==> config.mk <==
export PLATFORM = sky130hd
export DESIGN_NAME = pfp_top
export DESIGN_NICKNAME = d
export VERILOG_FILES = /design/src/pfp_pkg.sv /design/src/pfp_top.sv /design/src/pfp_range_check.sv
export SDC_FILE = /design/constraint.sdc
export NUM_CORES = 1
export LEC_CHECK = 0
export ABC_AREA = 1
export BUFFER_PORTS_ARGS = -buffer_cell sky130_fd_sc_hd__buf_2
export CAP_MARGIN = 20
export CORE_ASPECT_RATIO = 1.4
export CORE_MARGIN = 5
export CORE_UTILIZATION = 32
export CTS_CLUSTER_SIZE = 10
export DETAILED_ROUTE_END_ITERATION = 10
export MAX_ROUTING_LAYER = met4
export PLACE_DENSITY = 0.69
export SLEW_MARGIN = 20
export SYNTH_ARGS = -nofsm -noshare
export SYNTH_HDL_FRONTEND = slang
export SYNTH_SLANG_ARGS = --single-unit
==> constraint.sdc <==
create_clock -name I_REF_CLK -period 1.6 [get_ports I_REF_CLK]
set_clock_uncertainty 0.15 [all_clocks]
set_input_delay 0.24 -clock I_REF_CLK [delete_from_list [all_inputs] [get_ports I_REF_CLK]]
set_output_delay 0.24 -clock I_REF_CLK [all_outputs]
set_load 0.03 [all_outputs]
==> src/pfp_pkg.sv <==
package pfp_pkg;

	// ----------------------------------------
	// Register map (byte addresses)
	// ----------------------------------------
	localparam int REG_AW = 8;
	localparam logic [7:0] OFS_PROTECT = 8'h00;
	localparam logic [7:0] OFS_STATUS = 8'h04;
	localparam logic [7:0] OFS_MASK = 8'h08;
	localparam logic [7:0] OFS_INFO = 8'h0c;

	// ----------------------------------------
	// Protection register fields
	// ----------------------------------------
	localparam int POPEN_BIT = 7;
	localparam int RNV_BIT = 6;
	localparam int HDIS_BIT = 5;
	localparam int HS_LSB = 3;
	localparam int LDIS_BIT = 2;
	localparam int LS_LSB = 0;
	localparam logic [7:0] PROTECT_RST = 8'h7f;
	localparam logic [7:0] PROTECT_DBL_FAULT = 8'h7f;

	// ----------------------------------------
	// Status / mask bits
	// ----------------------------------------
	localparam int STAT_W = 3;
	localparam int ST_VIOL = 0;
	localparam int ST_BLK = 1;
	localparam int ST_DBL = 2;
	localparam logic [STAT_W-1:0] STATUS_RST = 3'h0;
	localparam logic [STAT_W-1:0] MASK_RST = 3'h0;

	// ----------------------------------------
	// Flash address map
	// ----------------------------------------
	localparam int FLASH_AW = 18;
	localparam logic [FLASH_AW-1:0] STORE_ADDR = 18'h3ff0c;
	localparam logic [FLASH_AW-1:0] FLASH_TOP = 18'h3ffff;
	localparam logic [FLASH_AW-1:0] LOW_BASE = 18'h38000;
	localparam logic [FLASH_AW-1:0] HIGH_MIN_SIZE = 18'h00800;
	localparam logic [FLASH_AW-1:0] LOW_MIN_SIZE = 18'h00400;

	// ----------------------------------------
	// Bus answers
	// ----------------------------------------
	localparam logic [1:0] RESP_OKAY = 2'h0;
	localparam logic [1:0] RESP_SLVERR = 2'h2;

	// ----------------------------------------
	// Carriers
	// ----------------------------------------
	typedef struct packed {
		logic valid;
		logic dbl_fault;
		logic [7:0] data;
	} pfp_load_type;

	typedef struct packed {
		logic valid;
		logic erase_block;
		logic [FLASH_AW-1:0] addr;
	} pfp_cmd_type;

	typedef struct packed {
		logic done;
		logic refused;
		logic violation;
	} pfp_result_type;

	// Scenario index: operation enable, high disable, low disable
	function automatic logic [2:0] scenario(input logic [7:0] prot);
		scenario = {prot[POPEN_BIT], prot[HDIS_BIT], prot[LDIS_BIT]};
	endfunction

	// Row of legal target scenarios, one bit per target
	function automatic logic [7:0] allowed_row(input logic [2:0] from);
		unique case (from)
			3'h0: allowed_row = 8'h0f;
			3'h1: allowed_row = 8'h0a;
			3'h2: allowed_row = 8'h0c;
			3'h3: allowed_row = 8'h08;
			3'h4: allowed_row = 8'h18;
			3'h5: allowed_row = 8'h3c;
			3'h6: allowed_row = 8'h5a;
			3'h7: allowed_row = 8'hff;
		endcase
	endfunction

endpackage

==> src/pfp_top.sv <==
// Register access over AXI4-Lite and the address map are this design's own decisions.
`timescale 1ns/1ps
// Functional notes
// - Normal mode: protection writes may only enlarge the guarded region.
// - Special mode: any scenario write accepted; size fields still writable only while their disable bit is set.
// - Reset sequence loads protection from the stored byte at 0x3_FF0C.
// - Double-bit fault on that load: enable bit clear, all others set.
// - Program/erase on guarded area refused, violation flag set.
// - Block erase refused when any sector of the block is guarded.
// - Enable clear: disable bits pick open ranges, rest guarded.
// - Enable set: disable bits pick guarded ranges; both set means none.
// - High disable bit 5 governs range ending at 0x3_FFFF; 1 disables.
// - High size field bits 4-3 writable only while high disable set.
// - High size 00/01/10/11 selects 2/4/8/16 Kbytes ending at top.
// - Low disable bit 2 governs range from 0x3_8000; 1 disables.
// - Low size field bits 1-0 writable only while low disable set.
// - Low size 00/01/10/11 selects 1/2/4/8 Kbytes from 0x3_8000.
// - Normal mode: illegal scenario write ignored; reads show active one.
module pfp_top (
	// Clock and reset
	input wire logic I_REF_CLK,
	input wire logic I_RESETN,
	// Operating mode
	input wire logic I_SPECIAL_MODE,
	// AXI4-Lite write channels
	input wire logic I_AWVALID,
	output logic O_AWREADY,
	input wire logic [pfp_pkg::REG_AW-1:0] I_AWADDR,
	input wire logic I_WVALID,
	output logic O_WREADY,
	input wire logic [31:0] I_WDATA,
	input wire logic [3:0] I_WSTRB,
	output logic O_BVALID,
	input wire logic I_BREADY,
	output logic [1:0] O_BRESP,
	// AXI4-Lite read channels
	input wire logic I_ARVALID,
	output logic O_ARREADY,
	input wire logic [pfp_pkg::REG_AW-1:0] I_ARADDR,
	output logic O_RVALID,
	input wire logic I_RREADY,
	output logic [31:0] O_RDATA,
	output logic [1:0] O_RRESP,
	// Nonvolatile load during reset sequence
	output logic O_NV_RD_REQ,
	output logic [pfp_pkg::FLASH_AW-1:0] O_NV_RD_ADDR,
	input wire pfp_pkg::pfp_load_type I_NV,
	// Command check
	input wire pfp_pkg::pfp_cmd_type I_CMD,
	output pfp_pkg::pfp_result_type O_CMD_RESULT,
	// Interrupt
	output logic O_IRQ
);

	// ----------------------------------------
	// State
	// ----------------------------------------
	logic [7:0] prot_r, prot_nxt;
	logic [pfp_pkg::STAT_W-1:0] status_r, status_nxt;
	logic [pfp_pkg::STAT_W-1:0] mask_r, mask_nxt;
	logic nv_req_r, nv_req_nxt;
	pfp_pkg::pfp_result_type result_r, result_nxt;

	logic aw_hold_r, aw_hold_nxt;
	logic [pfp_pkg::REG_AW-1:0] awaddr_r, awaddr_nxt;
	logic w_hold_r, w_hold_nxt;
	logic [31:0] wdata_r, wdata_nxt;
	logic [3:0] wstrb_r, wstrb_nxt;
	logic bvalid_r, bvalid_nxt;
	logic [1:0] bresp_r, bresp_nxt;
	logic rvalid_r, rvalid_nxt;
	logic [31:0] rdata_r, rdata_nxt;
	logic [1:0] rresp_r, rresp_nxt;

	logic do_write;
	logic wr_prot;
	logic wr_stat;
	logic wr_mask;
	logic [7:0] cand;
	logic accept;
	logic [7:0] allowed;
	logic addr_protected;
	logic block_protected;
	logic refuse;
	logic [pfp_pkg::STAT_W-1:0] stat_set;
	logic [pfp_pkg::STAT_W-1:0] stat_clr;

	function automatic logic mapped(input logic [pfp_pkg::REG_AW-1:0] a);
		mapped = (a == pfp_pkg::OFS_PROTECT) || (a == pfp_pkg::OFS_STATUS) ||
			(a == pfp_pkg::OFS_MASK) || (a == pfp_pkg::OFS_INFO);
	endfunction

	// ----------------------------------------
	// Range decision
	// ----------------------------------------
	pfp_range_check u_range (
		.i_prot(prot_r),
		.i_addr(I_CMD.addr),
		.o_addr_protected(addr_protected),
		.o_block_protected(block_protected)
	);

	// ----------------------------------------
	// AXI4-Lite slave
	// ----------------------------------------
	assign O_AWREADY = !aw_hold_r && !bvalid_r;
	assign O_WREADY = !w_hold_r && !bvalid_r;
	assign O_ARREADY = !rvalid_r;
	assign O_BVALID = bvalid_r;
	assign O_BRESP = bresp_r;
	assign O_RVALID = rvalid_r;
	assign O_RDATA = rdata_r;
	assign O_RRESP = rresp_r;
	assign do_write = aw_hold_r && w_hold_r && !bvalid_r;
	assign wr_prot = do_write && wstrb_r[0] && (awaddr_r == pfp_pkg::OFS_PROTECT);
	assign wr_stat = do_write && wstrb_r[0] && (awaddr_r == pfp_pkg::OFS_STATUS);
	assign wr_mask = do_write && wstrb_r[0] && (awaddr_r == pfp_pkg::OFS_MASK);

	always_comb begin
		aw_hold_nxt = aw_hold_r;
		awaddr_nxt = awaddr_r;
		w_hold_nxt = w_hold_r;
		wdata_nxt = wdata_r;
		wstrb_nxt = wstrb_r;
		bvalid_nxt = bvalid_r;
		bresp_nxt = bresp_r;
		rvalid_nxt = rvalid_r;
		rdata_nxt = rdata_r;
		rresp_nxt = rresp_r;
		if (I_AWVALID && O_AWREADY) begin
			aw_hold_nxt = 1'b1;
			awaddr_nxt = I_AWADDR;
		end
		if (I_WVALID && O_WREADY) begin
			w_hold_nxt = 1'b1;
			wdata_nxt = I_WDATA;
			wstrb_nxt = I_WSTRB;
		end
		if (do_write) begin
			aw_hold_nxt = 1'b0;
			w_hold_nxt = 1'b0;
			bvalid_nxt = 1'b1;
			bresp_nxt = mapped(awaddr_r) ? pfp_pkg::RESP_OKAY : pfp_pkg::RESP_SLVERR;
		end else if (bvalid_r && I_BREADY) begin
			bvalid_nxt = 1'b0;
		end
		if (I_ARVALID && O_ARREADY) begin
			rvalid_nxt = 1'b1;
			rresp_nxt = mapped(I_ARADDR) ? pfp_pkg::RESP_OKAY : pfp_pkg::RESP_SLVERR;
			unique case (I_ARADDR)
				// Always the active scenario, never a refused write
				pfp_pkg::OFS_PROTECT: rdata_nxt = {24'h000000, prot_r};
				pfp_pkg::OFS_STATUS: rdata_nxt = {29'h00000000, status_r};
				pfp_pkg::OFS_MASK: rdata_nxt = {29'h00000000, mask_r};
				pfp_pkg::OFS_INFO: rdata_nxt = {27'h0000000, I_SPECIAL_MODE, nv_req_r,
					pfp_pkg::scenario(prot_r)};
				default: rdata_nxt = 32'h00000000;
			endcase
		end else if (rvalid_r && I_RREADY) begin
			rvalid_nxt = 1'b0;
		end
	end

	always_ff @(posedge I_REF_CLK or negedge I_RESETN) begin
		if (!I_RESETN) begin
			aw_hold_r <= 1'b0;
			awaddr_r <= 8'h00;
			w_hold_r <= 1'b0;
			wdata_r <= 32'h00000000;
			wstrb_r <= 4'h0;
			bvalid_r <= 1'b0;
			bresp_r <= pfp_pkg::RESP_OKAY;
			rvalid_r <= 1'b0;
			rdata_r <= 32'h00000000;
			rresp_r <= pfp_pkg::RESP_OKAY;
		end else begin
			aw_hold_r <= aw_hold_nxt;
			awaddr_r <= awaddr_nxt;
			w_hold_r <= w_hold_nxt;
			wdata_r <= wdata_nxt;
			wstrb_r <= wstrb_nxt;
			bvalid_r <= bvalid_nxt;
			bresp_r <= bresp_nxt;
			rvalid_r <= rvalid_nxt;
			rdata_r <= rdata_nxt;
			rresp_r <= rresp_nxt;
		end
	end

	// ----------------------------------------
	// Protection register
	// ----------------------------------------
	always_comb begin
		cand = prot_r;
		cand[pfp_pkg::POPEN_BIT] = wdata_r[pfp_pkg::POPEN_BIT];
		cand[pfp_pkg::HDIS_BIT] = wdata_r[pfp_pkg::HDIS_BIT];
		cand[pfp_pkg::LDIS_BIT] = wdata_r[pfp_pkg::LDIS_BIT];
		// Size fields follow the disable bit as it stands before the write
		if (prot_r[pfp_pkg::HDIS_BIT]) begin
			cand[pfp_pkg::HS_LSB +: 2] = wdata_r[pfp_pkg::HS_LSB +: 2];
		end
		if (prot_r[pfp_pkg::LDIS_BIT]) begin
			cand[pfp_pkg::LS_LSB +: 2] = wdata_r[pfp_pkg::LS_LSB +: 2];
		end
		allowed = pfp_pkg::allowed_row(pfp_pkg::scenario(prot_r));
		// Mode sampled on the very write being applied
		if (I_SPECIAL_MODE) begin
			accept = 1'b1;
		end else begin
			accept = allowed[pfp_pkg::scenario(cand)];
		end
		prot_nxt = prot_r;
		nv_req_nxt = nv_req_r;
		if (I_NV.valid) begin
			// Stored byte takes priority over a bus write in the same cycle
			nv_req_nxt = 1'b0;
			prot_nxt = I_NV.dbl_fault ? pfp_pkg::PROTECT_DBL_FAULT : I_NV.data;
		end else if (wr_prot && accept) begin
			prot_nxt = cand;
		end
	end

	always_ff @(posedge I_REF_CLK or negedge I_RESETN) begin
		if (!I_RESETN) begin
			prot_r <= pfp_pkg::PROTECT_RST;
			nv_req_r <= 1'b1;
		end else begin
			prot_r <= prot_nxt;
			nv_req_r <= nv_req_nxt;
		end
	end

	assign O_NV_RD_REQ = nv_req_r;
	assign O_NV_RD_ADDR = pfp_pkg::STORE_ADDR;

	// ----------------------------------------
	// Command check, status and interrupt
	// ----------------------------------------
	always_comb begin
		refuse = I_CMD.erase_block ? block_protected : addr_protected;
		result_nxt.done = I_CMD.valid;
		result_nxt.refused = I_CMD.valid && refuse;
		result_nxt.violation = I_CMD.valid && refuse;
		stat_set = '0;
		stat_set[pfp_pkg::ST_VIOL] = I_CMD.valid && refuse;
		stat_set[pfp_pkg::ST_BLK] = I_CMD.valid && I_CMD.erase_block && block_protected;
		stat_set[pfp_pkg::ST_DBL] = I_NV.valid && I_NV.dbl_fault;
		stat_clr = wr_stat ? wdata_r[pfp_pkg::STAT_W-1:0] : '0;
		// A new event beats a clear in the same cycle
		status_nxt = stat_set | (status_r & ~stat_clr);
		mask_nxt = wr_mask ? wdata_r[pfp_pkg::STAT_W-1:0] : mask_r;
	end

	always_ff @(posedge I_REF_CLK or negedge I_RESETN) begin
		if (!I_RESETN) begin
			result_r <= '0;
			status_r <= pfp_pkg::STATUS_RST;
			mask_r <= pfp_pkg::MASK_RST;
		end else begin
			result_r <= result_nxt;
			status_r <= status_nxt;
			mask_r <= mask_nxt;
		end
	end

	assign O_CMD_RESULT = result_r;
	assign O_IRQ = |(status_r & mask_r);
endmodule

==> src/pfp_range_check.sv <==
`timescale 1ns/1ps
module pfp_range_check (
	// Protection setting
	input wire logic [7:0] i_prot,
	// Target address
	input wire logic [pfp_pkg::FLASH_AW-1:0] i_addr,
	// Decision
	output logic o_addr_protected,
	output logic o_block_protected
);
	logic [pfp_pkg::FLASH_AW-1:0] high_size;
	logic [pfp_pkg::FLASH_AW-1:0] low_size;
	logic in_high;
	logic in_low;
	logic range_hit;
	logic high_on;
	logic low_on;

	always_comb begin
		high_size = pfp_pkg::HIGH_MIN_SIZE << i_prot[pfp_pkg::HS_LSB +: 2];
		low_size = pfp_pkg::LOW_MIN_SIZE << i_prot[pfp_pkg::LS_LSB +: 2];
		high_on = !i_prot[pfp_pkg::HDIS_BIT];
		low_on = !i_prot[pfp_pkg::LDIS_BIT];
		in_high = i_addr > (pfp_pkg::FLASH_TOP - high_size);
		in_low = (i_addr >= pfp_pkg::LOW_BASE) && (i_addr < (pfp_pkg::LOW_BASE + low_size));
		range_hit = (high_on && in_high) || (low_on && in_low);
		if (i_prot[pfp_pkg::POPEN_BIT]) begin
			// Ranges name what is protected
			o_addr_protected = range_hit;
			o_block_protected = high_on || low_on;
		end else begin
			// Ranges name what is left open; the rest is guarded
			o_addr_protected = !range_hit;
			// Largest open ranges never cover the whole block
			o_block_protected = 1'b1;
		end
	end
endmodule

==> impl_metrics.env <==
export IMPL_wire_per_inst_um=12.7
export IMPL_synth_warnings=0
export IMPL_final_cell_area_sq_um=3760
export IMPL_area_growth_pct=32.6
export IMPL_endpoint_kind="flip-flop"
export IMPL_syn_avg_cell_area_sq_um=7.94
export IMPL_syn_inst=357
export IMPL_cts_tree="done"
export IMPL_hold_violations=1
export IMPL_synthXorXnorAreaFrac_pct=0
export IMPL_grt_max_degree=33
export IMPL_ant_nets=0
export IMPL_grt_pass1_wl_mm=11.0
export IMPL_wl_met2_mm=3.88
export IMPL_track_usage_pct=13.2
export IMPL_run_status="finished, violations left"
export IMPL_hold_path_class="primary input to flip-flop"
export IMPL_timing_rr_start="prot_r[4]"
export IMPL_htree_levels=2
export IMPL_ys_async_sr_fraction_pct=100
export IMPL_start_util_pct=32.9
export IMPL_drtIter0Drc=72
export IMPL_reg2reg_depth=11
export IMPL_synthAdderAreaFrac_pct=4.41
export IMPL_die_area_sq_um=10900
export IMPL_power_leakage_nw=1.95
export IMPL_peakVddDrop_uv=1080
export IMPL_synth_top_family_by_area="simple AND/OR/NAND/NOR gates"
export IMPL_dp_cells=555
export IMPL_startpoint="prot_r[4]"
export IMPL_holdWs_ns=-0.00130
export IMPL_cp_start_kind="flip-flop"
export IMPL_synth_area_leaders="dfrtp_1, buf_4, nand2_1"
export IMPL_final_layout_size_suffix_gt1_share_pct=37.3
export IMPL_maxCapViolations=0
export IMPL_synth_top_cell_area_share_pct=34.4
export IMPL_finalCriticalPeriod_ns=1.86
export IMPL_crit_fanout=5
export IMPL_ys_ff_latch=47
export IMPL_synth_seq_area_share_pct=41.8
export IMPL_cts_clk_slew_worst_paths_ns=0.06
export IMPL_drcViolationCount=0
export IMPL_worstPathArrival_ns=1.88
export IMPL_violations="hold timing, setup timing"
export IMPL_fin_setup_tns_ns=-1.45
export IMPL_nNetsFinal=566
export IMPL_reg2reg_to="status_r[0]"
export IMPL_clock_sinks=47
export IMPL_synth_cell_types=29
export IMPL_timing_final_crit_share_pct=116
export IMPL_synthMuxAreaShare_pct=3.57
export IMPL_dieHeight_um=121
export IMPL_num_rows=40
export IMPL_numCtsBuffers=5
export IMPL_die_x_um=89.6
export IMPL_synth_ff_type="dfrtp_1"
export IMPL_num_vias=2600
export IMPL_r2r_slack_ns=-0.26
export IMPL_fillers=849
export IMPL_yosys_area_top_type="dfrtp_1"
export IMPL_routed_via_density=4.55
export IMPL_diodes=0
export IMPL_fin_ws_ns=-0.263
export IMPL_met1_length_mm=2.67
export IMPL_cts_buffer_depth=2
export IMPL_critPathKind="flip-flop to flip-flop"
export IMPL_yosys_area_share_simple_pct=24.1
export IMPL_worstHoldStart="I_RREADY"
export IMPL_grt_pass1_vias=2417
export IMPL_core_area_sq_um=8610
export IMPL_overflow=0
export IMPL_setup_violations=9
export IMPL_rsz0062_at_grt="true"
export IMPL_report_final_slew_viol_count=0
export IMPL_maxUsedRoutingLayer="met4"
export IMPL_dr_wl_met3_um=602
export IMPL_synth_most_common_cell="nand2_1"
export IMPL_place_hpwl_mm=5.65
export IMPL_synthesis_area_sq_um=2840
export IMPL_cts_root_buffer="clkbuf_16"
export IMPL_clk_latency_ns=0.29
export IMPL_cp_required_ns=1.62
export IMPL_max_freq_mhz=537
export IMPL_drt_total_wl_mm=7.26
export IMPL_io_buffers=81
export IMPL_synth_common_cells="nand2_1, buf_4, dfrtp_1"
export IMPL_fin_cells=572
export IMPL_gp_congestion=0.793
export IMPL_drt_pass1_iter_count=4
export IMPL_synth_compound_area_share_pct=8.78
export IMPL_p_per_area_nw_per_um2=1330
export IMPL_dpl_cell_area_sq_um=3350
export IMPL_ios=154
export IMPL_antenna_found_initial=0
export IMPL_crit_end="status_r[0]"
export IMPL_synth_edf_count=0
## registers in the layout (all words and copies together), names as in the netlist
| register | flops |
|---|---|
| O_RDATA | 8 |
| awaddr_r | 8 |
| prot_r | 8 |
| wdata_r | 7 |
| mask_r | 3 |
| status_r | 3 |
| O_CMD_RESULT | 2 |
| O_BRESP | 1 |
| O_BVALID | 1 |
| O_NV_RD_REQ | 1 |
| O_RRESP | 1 |
| O_RVALID | 1 |
| aw_hold_r | 1 |
| w_hold_r | 1 |
| wstrb_r | 1 |
## per-stage QoR
stage / util, % / setup WS [ns] / power (mW)
floorplan: - / -0.133 / 3.05
global placement: 38.9 / -0.220 / 3.50
detailed placement: 38.9 / -0.278 / 3.56
CTS: 42.5 / -0.254 / 4.85
global route: 43.7 / -0.364 / 5.33
finish: 43.7 / -0.263 / 5.02
## power breakdown
group / internal (mW) / switching, mW
combinational: 0.824 / 1.21
clock: 0.739 / 0.422
sequential: 1.55 / 0.273
total: 3.11 / 1.91
## cells in the final DEF, fill, tap and decap left out, types with 3 or more instances in the layout
cell type	synthesis	routed
o21ai_1	2	3
a21oi_1	8	7
dfstp_2	8	8
nand3_4	0	4
inv_1	31	27
inv_2	1	5
nand3_2	1	7
nand2_1	85	76
conb_1	2	44
clkbuf_16	0	5
buf_2	1	81
dlygate4sd3_1	0	3
ha_1	10	8
dfrtp_2	0	3
nand2_2	1	9
mux2_2	9	9
o21ai_2	0	3
nand4_1	6	6
nor2_4	1	5
nand3_1	28	18
dfrtp_1	39	36
buf_4	45	24
o21ai_0	33	29
nor2_1	30	25
## kinds of logic after synthesis
logic type	Yosys count
AO/OA/AOI/OAI	48
adder cells (fa/ha/maj)	10
buffers and inverters	83
flip-flops	47
multiplexers	9
other	2
AND/OR/NAND/NOR	158
## layout make-up
cell class | instances | area (sq um) | area share (%)
inverters | 33 | 124 | 3.29
multi-input cells | 269 | 1510 | 40.0
well taps | 105 | 131 | 3.49
flip-flops and latches | 47 | 1190 | 31.6
repair buffers | 110 | 647 | 17.2
clock inverters | 1 | 30.0 | 0.799
clock buffers | 7 | 133 | 3.53
## routing by layer
layer,GRT usage [%],vias to the layer above
met2,23.4,92
li1,-,1287
met3,2.92,10
met1,14.6,1211
met5,-,-
met4,3.26,0
## worst min-delay path by stage
stage,cells past startpoint,slack (ns),end
after floorplan,0,-0.21,O_BRESP[1]
after global placement,1,0.03,wdata_r[0]
after detailed placement,1,0.03,w_hold_r
after CTS,2,0.002,O_RVALID
after global routing,2,0.02,O_RVALID
final,2,-0.001,O_RVALID
## critical path, stage by stage (launching register included)
cell     delay, ns
dfstp_2       0.58
inv_2         0.05
nor2_1        0.10
ha_1          0.27
a21oi_2       0.13
nand2_1       0.06
nand2_1       0.05
nand2_1       0.07
nand3_2       0.08
nand3_2       0.08
nand3_2       0.08
nand3_1       0.06
## repair_timing
action,in CTS,in global routing
resized for setup,17,27
pin swaps,13,21
hold endpoints to repair,17,0
setup endpoints to repair,9,15
hold buffers,3,0
gates cloned,0,0
buffers inserted,4,3
Note: power is estimated with default switching activity, not from simulation.
